===== config.mk =====
export PLATFORM = sky130hd
export DESIGN_NAME = i2cmts_top
export DESIGN_NICKNAME = d
export VERILOG_FILES = /design/src/core/i2cmts_pkg.sv /design/src/core/i2cmts_top.sv /design/src/core/i2cmts_sync.sv /design/src/core/i2cmts_baud.sv
export SDC_FILE = /design/constraint.sdc
export NUM_CORES = 1
export LEC_CHECK = 0
export BUFFER_PORTS_ARGS = -buffer_cell sky130_fd_sc_hd__buf_2
export CAP_MARGIN = 20
export CORE_ASPECT_RATIO = 1.25
export CORE_MARGIN = 1
export CORE_UTILIZATION = 54
export CTS_BUF_LIST = sky130_fd_sc_hd__clkbuf_16
export CTS_CLUSTER_DIAMETER = 60
export DETAILED_ROUTE_END_ITERATION = 10
export PLACE_DENSITY = 0.87
export SLEW_MARGIN = 20
export SYNTH_ARGS = -nofsm -noshare
export SYNTH_HDL_FRONTEND = slang
export SYNTH_SLANG_ARGS = --single-unit

===== constraint.sdc =====
create_clock -name i_clock -period 2 [get_ports i_clock]
set_clock_uncertainty 0.05 [all_clocks]
set_input_delay 0.1 -clock i_clock [delete_from_list [all_inputs] [get_ports i_clock]]
set_output_delay 0.1 -clock i_clock [all_outputs]
set_load 0.01 [all_outputs]

===== src/core/i2cmts_pkg.sv =====
// Package for the I2C master transmit sequencer: register map, fields, timing.
// Assumes a 200 MHz system clock and a plain address/strobe register port.
package i2cmts_pkg;

	// Register word addresses on the plain register port.
	localparam logic [3:0] ADDR_CONTROL   = 4'h0;
	localparam logic [3:0] ADDR_STATUS    = 4'h1;
	localparam logic [3:0] ADDR_BUFFER    = 4'h2;
	localparam logic [3:0] ADDR_BAUD      = 4'h3;
	localparam logic [3:0] ADDR_IRQ_STAT  = 4'h4;
	localparam logic [3:0] ADDR_IRQ_MASK  = 4'h5;

	// Control register (serial_port_control_two) bit positions.
	localparam int CTL_START   = 0;
	localparam int CTL_RESTART = 1;
	localparam int CTL_STOP    = 2;

	// Status register bit positions.
	localparam int ST_ACK      = 0;
	localparam int ST_FULL     = 1;
	localparam int ST_WRITE_COLLISION_FLAG     = 2;
	localparam int ST_IRQ      = 3;
	localparam int ST_BUSY     = 4;

	// Interrupt status bits: completion and write collision.
	localparam int IRQ_DONE    = 0;
	localparam int IRQ_WRITE_COLLISION_FLAG    = 1;
	localparam int IRQ_BITS    = 2;

	// Reset values.
	localparam logic [7:0] BAUD_RESET = 8'h7C;
	localparam logic [7:0] ZERO_BYTE  = 8'h00;

	// Bits per byte, and the acknowledge clock index.
	localparam logic [3:0] BITS_PER_BYTE = 4'h8;

	// Synchroniser depth for the pins.
	localparam int SYNC_DEPTH = 3;

	// Sequencer states, one-hot.
	typedef enum logic [7:0] {
		ST_IDLE    = 8'h01,
		ST_S_SETUP = 8'h02,
		ST_S_HOLD  = 8'h04,
		ST_BIT_LO  = 8'h08,
		ST_BIT_HI  = 8'h10,
		ST_P_LO    = 8'h20,
		ST_P_HI    = 8'h40,
		ST_R_LO    = 8'h80
	} i2cmts_state_e;

endpackage : i2cmts_pkg


===== src/core/i2cmts_top.sv =====
// Master transmit sequencer of the serial port in I2C mode: start, address and data
// bytes with acknowledge capture, stop and repeated start, register port and interrupt.
// Assumes open-drain pads outside; each pin's enable is low while the pin is driven low.
`timescale 1ns/1ps
`default_nettype none

// Notes on behaviour
// - Acknowledge low clears, high sets ack status.
// - Start enable makes Start, then raises flag.
// - Hold start time before further bus action.
// - Buffer write of address starts eight-bit shift.
// - Ack bit shifted in and stored each byte.
// - Flag set at end of ninth clock.
// - Data bytes shift out eight bits, MSB first.
// - Load, shift, ack, flag repeats per byte.
// - Stop or restart enable; flag when done.
// - Buffer full on write, clear after eight.
// - Write while shifting sets collision, buffer kept.
// - After ninth clock hold SCL low, wait.
module i2cmts_top
	import i2cmts_pkg::*;
(
	input  wire logic       i_clock,
	input  wire logic       i_resetn,
	input  wire logic [3:0] i_addr,
	input  wire logic [7:0] i_wdata,
	input  wire logic       i_wr,
	input  wire logic       i_rd,
	output logic      [7:0] o_rdata,
	input  wire logic       i_scl,
	output logic            o_scl,
	output logic            o_scl_oe_n,
	input  wire logic       i_sda,
	output logic            o_sda,
	output logic            o_sda_oe_n,
	output logic            o_irq
);

	typedef struct packed {
		i2cmts_state_e      fsm;
		logic [7:0]         shift_buffer;
		logic [7:0]         shift_register;
		logic [3:0]         bit_cnt;
		logic [7:0]         baud;
		logic               start_cond_enable;
		logic               restart_cond_enable;
		logic               stop_cond_enable;
		logic               ack_status_bit;
		logic               buffer_full_flag;
		logic               write_collision_flag;
		logic               serial_port_irq_flag;
		logic               load_pending;
		logic [IRQ_BITS-1:0] irq_stat;
		logic [IRQ_BITS-1:0] irq_mask;
		logic               scl_low;
		logic               sda_low;
		logic [7:0]         rdata;
		logic               irq;
	} i2cmts_top_s;

	i2cmts_top_s state_r;
	i2cmts_top_s state_nxt;

	logic scl_level;
	logic sda_level;
	logic tick;
	logic run;

	// Both bus lines are sampled through the three-flop synchroniser.
	i2cmts_sync u_sync_scl (
		.i_clock  (i_clock),
		.i_resetn (i_resetn),
		.i_async  (i_scl),
		.o_level  (scl_level)
	);

	i2cmts_sync u_sync_sda (
		.i_clock  (i_clock),
		.i_resetn (i_resetn),
		.i_async  (i_sda),
		.o_level  (sda_level)
	);

	// The generator only runs while a bus phase is in progress.
	// Idle covers the wait after the ninth clock, so SCL stays low and nothing ticks
	// until software writes the next byte; a long pause costs nothing but bus time.
	assign run = (state_r.fsm != ST_IDLE);

	i2cmts_baud u_baud (
		.i_clock  (i_clock),
		.i_resetn (i_resetn),
		.i_run    (run),
		.i_reload (state_r.baud),
		.o_tick   (tick)
	);

	// Register port, bus sequencing and interrupt in one next-state process.
	always_comb begin
		// Event strobes for this cycle; they only ever set flags, never clear them.
		logic done_evt;
		logic write_collision_flag_evt;
		logic busy;
		done_evt  = 1'b0;
		write_collision_flag_evt  = 1'b0;
		state_nxt = state_r;
		busy      = (state_r.fsm != ST_IDLE);
		state_nxt.rdata = ZERO_BYTE;

		// Register writes.
		if (i_wr) begin
			case (i_addr)
				ADDR_CONTROL: begin
					// Conditions are ignored while another event is in progress.
					if (!busy && !state_r.load_pending) begin
						state_nxt.start_cond_enable   = i_wdata[CTL_START];
						state_nxt.restart_cond_enable = i_wdata[CTL_RESTART];
						state_nxt.stop_cond_enable    = i_wdata[CTL_STOP];
					end
				end
				ADDR_STATUS: begin
					// Software clears the collision and interrupt flags by writing zero; hardware sets win below.
					if (!i_wdata[ST_WRITE_COLLISION_FLAG]) begin
						state_nxt.write_collision_flag = 1'b0;
					end
					if (!i_wdata[ST_IRQ]) begin
						state_nxt.serial_port_irq_flag = 1'b0;
					end
				end
				ADDR_BUFFER: begin
					// A write during a shift is dropped whole; a half-taken byte would corrupt SDA.
					if (busy || state_r.load_pending) begin
						write_collision_flag_evt = 1'b1;
					end else begin
						state_nxt.shift_buffer     = i_wdata;
						state_nxt.buffer_full_flag = 1'b1;
						state_nxt.load_pending     = 1'b1;
					end
				end
				// A new reload value takes effect at the next generator reload, not mid-phase.
				ADDR_BAUD:     state_nxt.baud     = i_wdata;
				ADDR_IRQ_MASK: state_nxt.irq_mask = i_wdata[IRQ_BITS-1:0];
				default: begin
				end
			endcase
		end

		// Register reads; reading the interrupt status clears it.
		// No other read has a side effect, so polling the status register is safe.
		if (i_rd) begin
			case (i_addr)
				ADDR_CONTROL: state_nxt.rdata = {5'h00, state_r.stop_cond_enable,
					state_r.restart_cond_enable, state_r.start_cond_enable};
				ADDR_STATUS: state_nxt.rdata = {3'h0, busy, state_r.serial_port_irq_flag,
					state_r.write_collision_flag, state_r.buffer_full_flag,
					state_r.ack_status_bit};
				ADDR_BUFFER:   state_nxt.rdata = state_r.shift_buffer;
				ADDR_BAUD:     state_nxt.rdata = state_r.baud;
				ADDR_IRQ_STAT: begin
					state_nxt.rdata    = {6'h00, state_r.irq_stat};
					state_nxt.irq_stat = '0;
				end
				ADDR_IRQ_MASK: state_nxt.rdata = {6'h00, state_r.irq_mask};
				default:       state_nxt.rdata = ZERO_BYTE;
			endcase
		end

		// Bus sequencer; every phase lasts at least one generator period and ends on a tick.
		// Several requests can be pending here at once; idle serves start, then restart, then stop, then the buffer.
		case (state_r.fsm)
			ST_IDLE: begin
				if (state_r.start_cond_enable) begin
					state_nxt.sda_low = 1'b0;
					state_nxt.scl_low = 1'b0;
					state_nxt.fsm     = ST_S_SETUP;
				end else if (state_r.restart_cond_enable) begin
					state_nxt.scl_low = 1'b1;
					state_nxt.sda_low = 1'b0;
					state_nxt.fsm     = ST_R_LO;
				end else if (state_r.stop_cond_enable) begin
					state_nxt.scl_low = 1'b1;
					state_nxt.sda_low = 1'b1;
					state_nxt.fsm     = ST_P_LO;
				end else if (state_r.load_pending) begin
					// Transmission begins as soon as the buffer is written.
					state_nxt.shift_register = state_r.shift_buffer;
					state_nxt.load_pending   = 1'b0;
					state_nxt.bit_cnt        = 4'h0;
					state_nxt.scl_low        = 1'b1;
					state_nxt.sda_low        = ~state_r.shift_buffer[7];
					state_nxt.fsm            = ST_BIT_LO;
				end
			end
			ST_R_LO: begin
				// Release SCL with SDA high, then fall into the ordinary start.
				if (tick) begin
					state_nxt.scl_low = 1'b0;
					state_nxt.fsm     = ST_S_SETUP;
				end
			end
			ST_S_SETUP: begin
				// Wait for SCL and SDA high, then pull SDA low while SCL stays high.
				// Another party holding either line low simply delays the start here.
				if (tick && scl_level && sda_level) begin
					state_nxt.sda_low = 1'b1;
					state_nxt.fsm     = ST_S_HOLD;
				end
			end
			ST_S_HOLD: begin
				// The start hold time runs out before SCL falls and the flag rises.
				if (tick) begin
					state_nxt.scl_low             = 1'b1;
					state_nxt.start_cond_enable   = 1'b0;
					state_nxt.restart_cond_enable = 1'b0;
					done_evt                      = 1'b1;
					state_nxt.fsm                 = ST_IDLE;
				end
			end
			ST_BIT_LO: begin
				if (tick) begin
					state_nxt.scl_low = 1'b0;
					state_nxt.fsm     = ST_BIT_HI;
				end
			end
			ST_BIT_HI: begin
				// A slave stretching SCL low holds this phase.
				if (tick && scl_level) begin
					state_nxt.scl_low = 1'b1;
					if (state_r.bit_cnt == BITS_PER_BYTE) begin
						// Ninth clock: acknowledge sampled, then suspend with SCL low.
						// SDA has been stable for the whole high phase, so synchroniser lag is harmless.
						state_nxt.ack_status_bit = sda_level;
						done_evt                 = 1'b1;
						state_nxt.fsm            = ST_IDLE;
					end else begin
						state_nxt.bit_cnt        = state_r.bit_cnt + 4'h1;
						state_nxt.shift_register = {state_r.shift_register[6:0], 1'b0};
						if (state_r.bit_cnt == BITS_PER_BYTE - 4'h1) begin
							// Eighth bit out: buffer empty, SDA released for the ack.
							state_nxt.buffer_full_flag = 1'b0;
							state_nxt.sda_low          = 1'b0;
						end else begin
							state_nxt.sda_low = ~state_r.shift_register[6];
						end
						state_nxt.fsm = ST_BIT_LO;
					end
				end
			end
			ST_P_LO: begin
				if (tick) begin
					state_nxt.scl_low = 1'b0;
					state_nxt.fsm     = ST_P_HI;
				end
			end
			ST_P_HI: begin
				// SDA rises while SCL is high, then the bus is left free.
				// A slave still stretching SCL delays the stop until the clock is truly high.
				if (tick && scl_level) begin
					state_nxt.sda_low          = 1'b0;
					state_nxt.stop_cond_enable = 1'b0;
					done_evt                   = 1'b1;
					state_nxt.fsm              = ST_IDLE;
				end
			end
			default: state_nxt.fsm = ST_IDLE;
		endcase

		// Hardware sets win over a clear in the same cycle.
		if (done_evt) begin
			state_nxt.serial_port_irq_flag = 1'b1;
			state_nxt.irq_stat[IRQ_DONE]   = 1'b1;
		end
		if (write_collision_flag_evt) begin
			state_nxt.write_collision_flag = 1'b1;
			state_nxt.irq_stat[IRQ_WRITE_COLLISION_FLAG]   = 1'b1;
		end
		// Built from the next state so the pin moves on the same edge as the status bits.
		state_nxt.irq = |(state_nxt.irq_stat & state_nxt.irq_mask);
	end

	// Control state takes defined values on reset; lines are released.
	// The reload returns to its slow default so a fresh bus is never clocked too fast.
	always_ff @(posedge i_clock) begin
		if (!i_resetn) begin
			state_r      <= '0;
			state_r.fsm  <= ST_IDLE;
			state_r.baud <= BAUD_RESET;
		end else begin
			state_r <= state_nxt;
		end
	end

	// Open-drain pins: output always low, enable low while pulling the line down.
	// The data pins never carry a one; a high level is left to the pull-ups.
	assign o_rdata    = state_r.rdata;
	assign o_scl      = 1'b0;
	assign o_scl_oe_n = ~state_r.scl_low;
	assign o_sda      = 1'b0;
	assign o_sda_oe_n = ~state_r.sda_low;
	assign o_irq      = state_r.irq;

endmodule : i2cmts_top
`default_nettype wire


===== src/core/i2cmts_sync.sv =====
// Three-flop input synchroniser with change acceptance when stages two and three agree.
// Assumes the input is asynchronous to i_clock.
`timescale 1ns/1ps
`default_nettype none
module i2cmts_sync
	import i2cmts_pkg::*;
(
	input  wire logic i_clock,
	input  wire logic i_resetn,
	input  wire logic i_async,
	output logic      o_level
);

	typedef struct packed {
		logic [SYNC_DEPTH-1:0] pipe;
		logic                  level;
	} i2cmts_sync_s;

	i2cmts_sync_s state_r;
	i2cmts_sync_s state_nxt;

	// The first flop feeds only the second; the output moves when stages two and three agree.
	always_comb begin
		state_nxt       = state_r;
		state_nxt.pipe  = {state_r.pipe[SYNC_DEPTH-2:0], i_async};
		if (state_r.pipe[1] == state_r.pipe[2]) begin
			state_nxt.level = state_r.pipe[2];
		end
	end

	// Idle bus is high, so the stages reset to one.
	always_ff @(posedge i_clock) begin
		if (!i_resetn) begin
			state_r <= '1;
		end else begin
			state_r <= state_nxt;
		end
	end

	assign o_level = state_r.level;

endmodule : i2cmts_sync
`default_nettype wire


===== src/core/i2cmts_baud.sv =====
// Baud rate generator: one-cycle tick every reload+1 clocks while running.
// Assumes the sequencer clears run whenever the bus clock must be suspended.
`timescale 1ns/1ps
`default_nettype none
module i2cmts_baud
	import i2cmts_pkg::*;
(
	input  wire logic       i_clock,
	input  wire logic       i_resetn,
	input  wire logic       i_run,
	input  wire logic [7:0] i_reload,
	output logic            o_tick
);

	typedef struct packed {
		logic [7:0] count;
		logic       tick;
	} i2cmts_baud_s;

	i2cmts_baud_s state_r;
	i2cmts_baud_s state_nxt;

	// Stopping reloads the count, so each phase after a restart lasts a full period.
	always_comb begin
		state_nxt      = state_r;
		state_nxt.tick = 1'b0;
		if (!i_run) begin
			state_nxt.count = i_reload;
		end else if (state_r.count == ZERO_BYTE) begin
			state_nxt.count = i_reload;
			state_nxt.tick  = 1'b1;
		end else begin
			state_nxt.count = state_r.count - 8'h01;
		end
	end

	always_ff @(posedge i_clock) begin
		if (!i_resetn) begin
			state_r <= '0;
		end else begin
			state_r <= state_nxt;
		end
	end

	assign o_tick = state_r.tick;

endmodule : i2cmts_baud
`default_nettype wire


==> impl_metrics.ini <==
[sta]
period_share_pct = 103
setup_slack_ps = -59.4
slew_viol_final = 0
hold_violations = 0
rsz0062_at_grt = true
fin_crit_ps = 2060
finalSetupViolCount = 9
fin_setup_tns_ps = -264
fmax_mhz = 486

[setup_path]
crit_fanout = 2
crit_type = reg -> reg
cp-end-kind = flop
start_kind = flop
worstPathArrival_ps = 2240
crit_path_max_incr_delay_ps = 550
worstReg2RegEnd = state_r[10]
r2r_cells = 5
slowest_stage = or4_4
crit_family = simple AND/OR/NAND/NOR gates
reg2reg_from = state_r[55]
rrSetupSlack_ps = -60
crit_chain = or4_4 > or3_4 > o2111ai_4 > mux2_4 > o311a_1
worst-path-buf-inv = 0
crit_required_ps = 2180

[run]
maxCapViolCount = 0

[clocking]
clockRootBuffer = clkbuf_16
path_clk_slew_ps = 60
clk-insertion-delay-late_ps = 340
cts-htree-levels = 3
cts_buffers = 9
cts_tree = yes
cts_buffer_depth = 2
clock_sinks = 75

[layout]
diodes = 0
drive_above_1_share_pct = 31.5
layout.nets = 520
area_growth_pct = 34.0
final_util_pct = 75.0
final_cell_area_sq_um = 4960

[route]
num_vias = 3723
first_pass_iters = 5
drt_wl_total_um = 11400
wl_per_cell_um = 19.2
vias_per_cell = 6.30
drc = 0
drt_iter0_drc = 364
final_antenna_net_count = 0

[power]
ir_drop_mv = 0.625
internal-power_mw = 2.98
combPwrFrac_pct = 22.9
p_sw_share_pct = 30.2
p_sw_mw = 1.29
leakage_nw = 2.00
clkPwrFrac_pct = 38.9
p_per_area_nw_per_um2 = 863
seqPwrFrac_pct = 38.2

[grt]
antenna_found_initial = 0
grt_pass1_wl_um = 16100
grt.total_usage_pct = 28.8
grt_max_degree = 37
overflow = 0
grt_pass1_vias = 3312

[yosys]
yosysMostFrequentCell = dfxtp_1
synth-warning-count = 0
ys_ff_latch = 75
synth_common_cells = dfxtp_1 (75), nor2_1 (55), nand2_1 (37)
post-synth-top-area-cell = dfxtp_1
syn_area_per_cell_sq_um = 8.72
synth.area.top_cells = dfxtp_1 (41%), mux2i_1 (7.0%), nor2_1 (5.6%), nand2_1 (3.8%), a211oi_1 (2.6%)
synth_cells = 424
syn-cell-area_sq_um = 3700
synth_cell_type_count = 63
ys.flop_type = dfxtp_1
synth_top_area_share_pct = 40.6
synth_edf_count = 0
synth_seq_area_share_pct = 40.6
async_flop_share_pct = 0

[min_path]
hold_end = state_r[56]
hold_class = in -> reg
min-delay-start = i_resetn
min_path_cells = 3

[die]
std_cell_rows = 33
dieHeight_um = 94.5
dieArea_sq_um = 7190
io_pins = 31
core_area_sq_um = 6610
fp.dieW_um = 76.0
initial_core_util_pct = 56.0

[outcome]
violations = setup timing
status = finished, violations left

[placed_design]
gp_congestion = 0.910
placedInstanceArea_sq_um = 4140
dpl.hpwl_um = 6630
port_buffers = 28
## tightest hold or removal path, stage by stage
cell      delay, ps
buf_2           130
clkinv_1        160
a21oi_2          40
## worst max path at each step
stage                 from  cells past startpoint           to
2_1_floorplan  state_r[55]                      6  state_r[10]
3_3_place_gp   state_r[55]                      5  state_r[10]
3_5_place_dp   state_r[55]                      5  state_r[10]
4_1_cts        state_r[55]                      5  state_r[10]
5_1_grt        state_r[55]                      8  state_r[10]
6_report       state_r[55]                      5  state_r[10]
## routing by layer
layer	track usage (%)	part of all wire, %	up-vias
met5	0	0	-
met4	17.0	4.3	0
met3	4.64	8.2	57
met2	49.0	49	229
met1	34.6	38	1760
li1	-	-	1677
## state kept, by name, summed over array words and instances, names as in the netlist, 2 cells and up
name,count
state_r,49
o_rdata,8
u_baud.state_r,8
u_sync_scl.state_nxt,2
u_sync_sda.state_nxt,2
## cell type report
| cell class | count | area [sq um] |
|---|---|---|
| multi-input cells | 299 | 2210 |
| flip-flops and latches | 75 | 1510 |
| repair buffers | 97 | 763 |
| fillers | 407 | 1650 |
| clock inverters | 7 | 77.6 |
| inverters | 17 | 63.8 |
| clock buffers | 9 | 225 |
| well taps | 87 | 109 |
## layout by cell type (no fill, tap or decap), types with 10 or more instances in the layout
master / n
a21oi_1: 13
buf_6: 10
dlygate4sd3_1: 10
nand2_1: 37
buf_4: 45
o21ai_0: 12
mux2i_1: 25
nand3_1: 10
dfxtp_1: 70
buf_2: 29
nor2_1: 49
inv_1: 17
## cell families (layout without fill, tap and decap cells)
kind of cell | Yosys count | count (layout) | synth area share [%]
AO/OA/AOI/OAI | 92 | 92 | 18.1
XOR/XNOR | 8 | 8 | 1.89
adder cells (fa/ha/maj) | 3 | 3 | 1.01
buffers and inverters | 51 | 130 | 6.77
flip-flops | 75 | 75 | 40.6
multiplexers | 29 | 29 | 7.95
other | 1 | 2 | 0.101
AND/OR/NAND/NOR | 165 | 165 | 23.6
## power by group through the flow
stage               registers, mW  clock network (mW)  logic, mW
floorplan                    1.65                   0      0.488
detailed placement           1.66                   0      0.776
global placement             1.66                   0      0.762
CTS                          1.63                1.66      0.850
finish                       1.64                1.66      0.979
global route                 1.64                1.72       1.04
## metrics by stage
step | hold slack [ps] | std cells | worst slack [ps] | power [mW]
finish | 81.6 | 591 | -59.4 | 4.28
global route | 107 | 591 | -121 | 4.41
CTS | 84.6 | 585 | -47.4 | 4.14
detailed placement | 238 | 552 | -95.9 | 2.44
global placement | 230 | 552 | -126 | 2.42
floorplan | 151 | 425 | -94.6 | 2.14
## what timing repair did
| item | 4_1_cts | 5_1_grt |
|---|---|---|
| cloned | 2 | 0 |
| hold endpoints to repair | 12 | 0 |
| hold buffers | 10 | 0 |
| setup buffers | 5 | 6 |
| pin swaps | 13 | 17 |
| resized for setup | 23 | 45 |
| setup endpoints to repair | 26 | 44 |
Note: power is estimated with default switching activity, not from simulation.
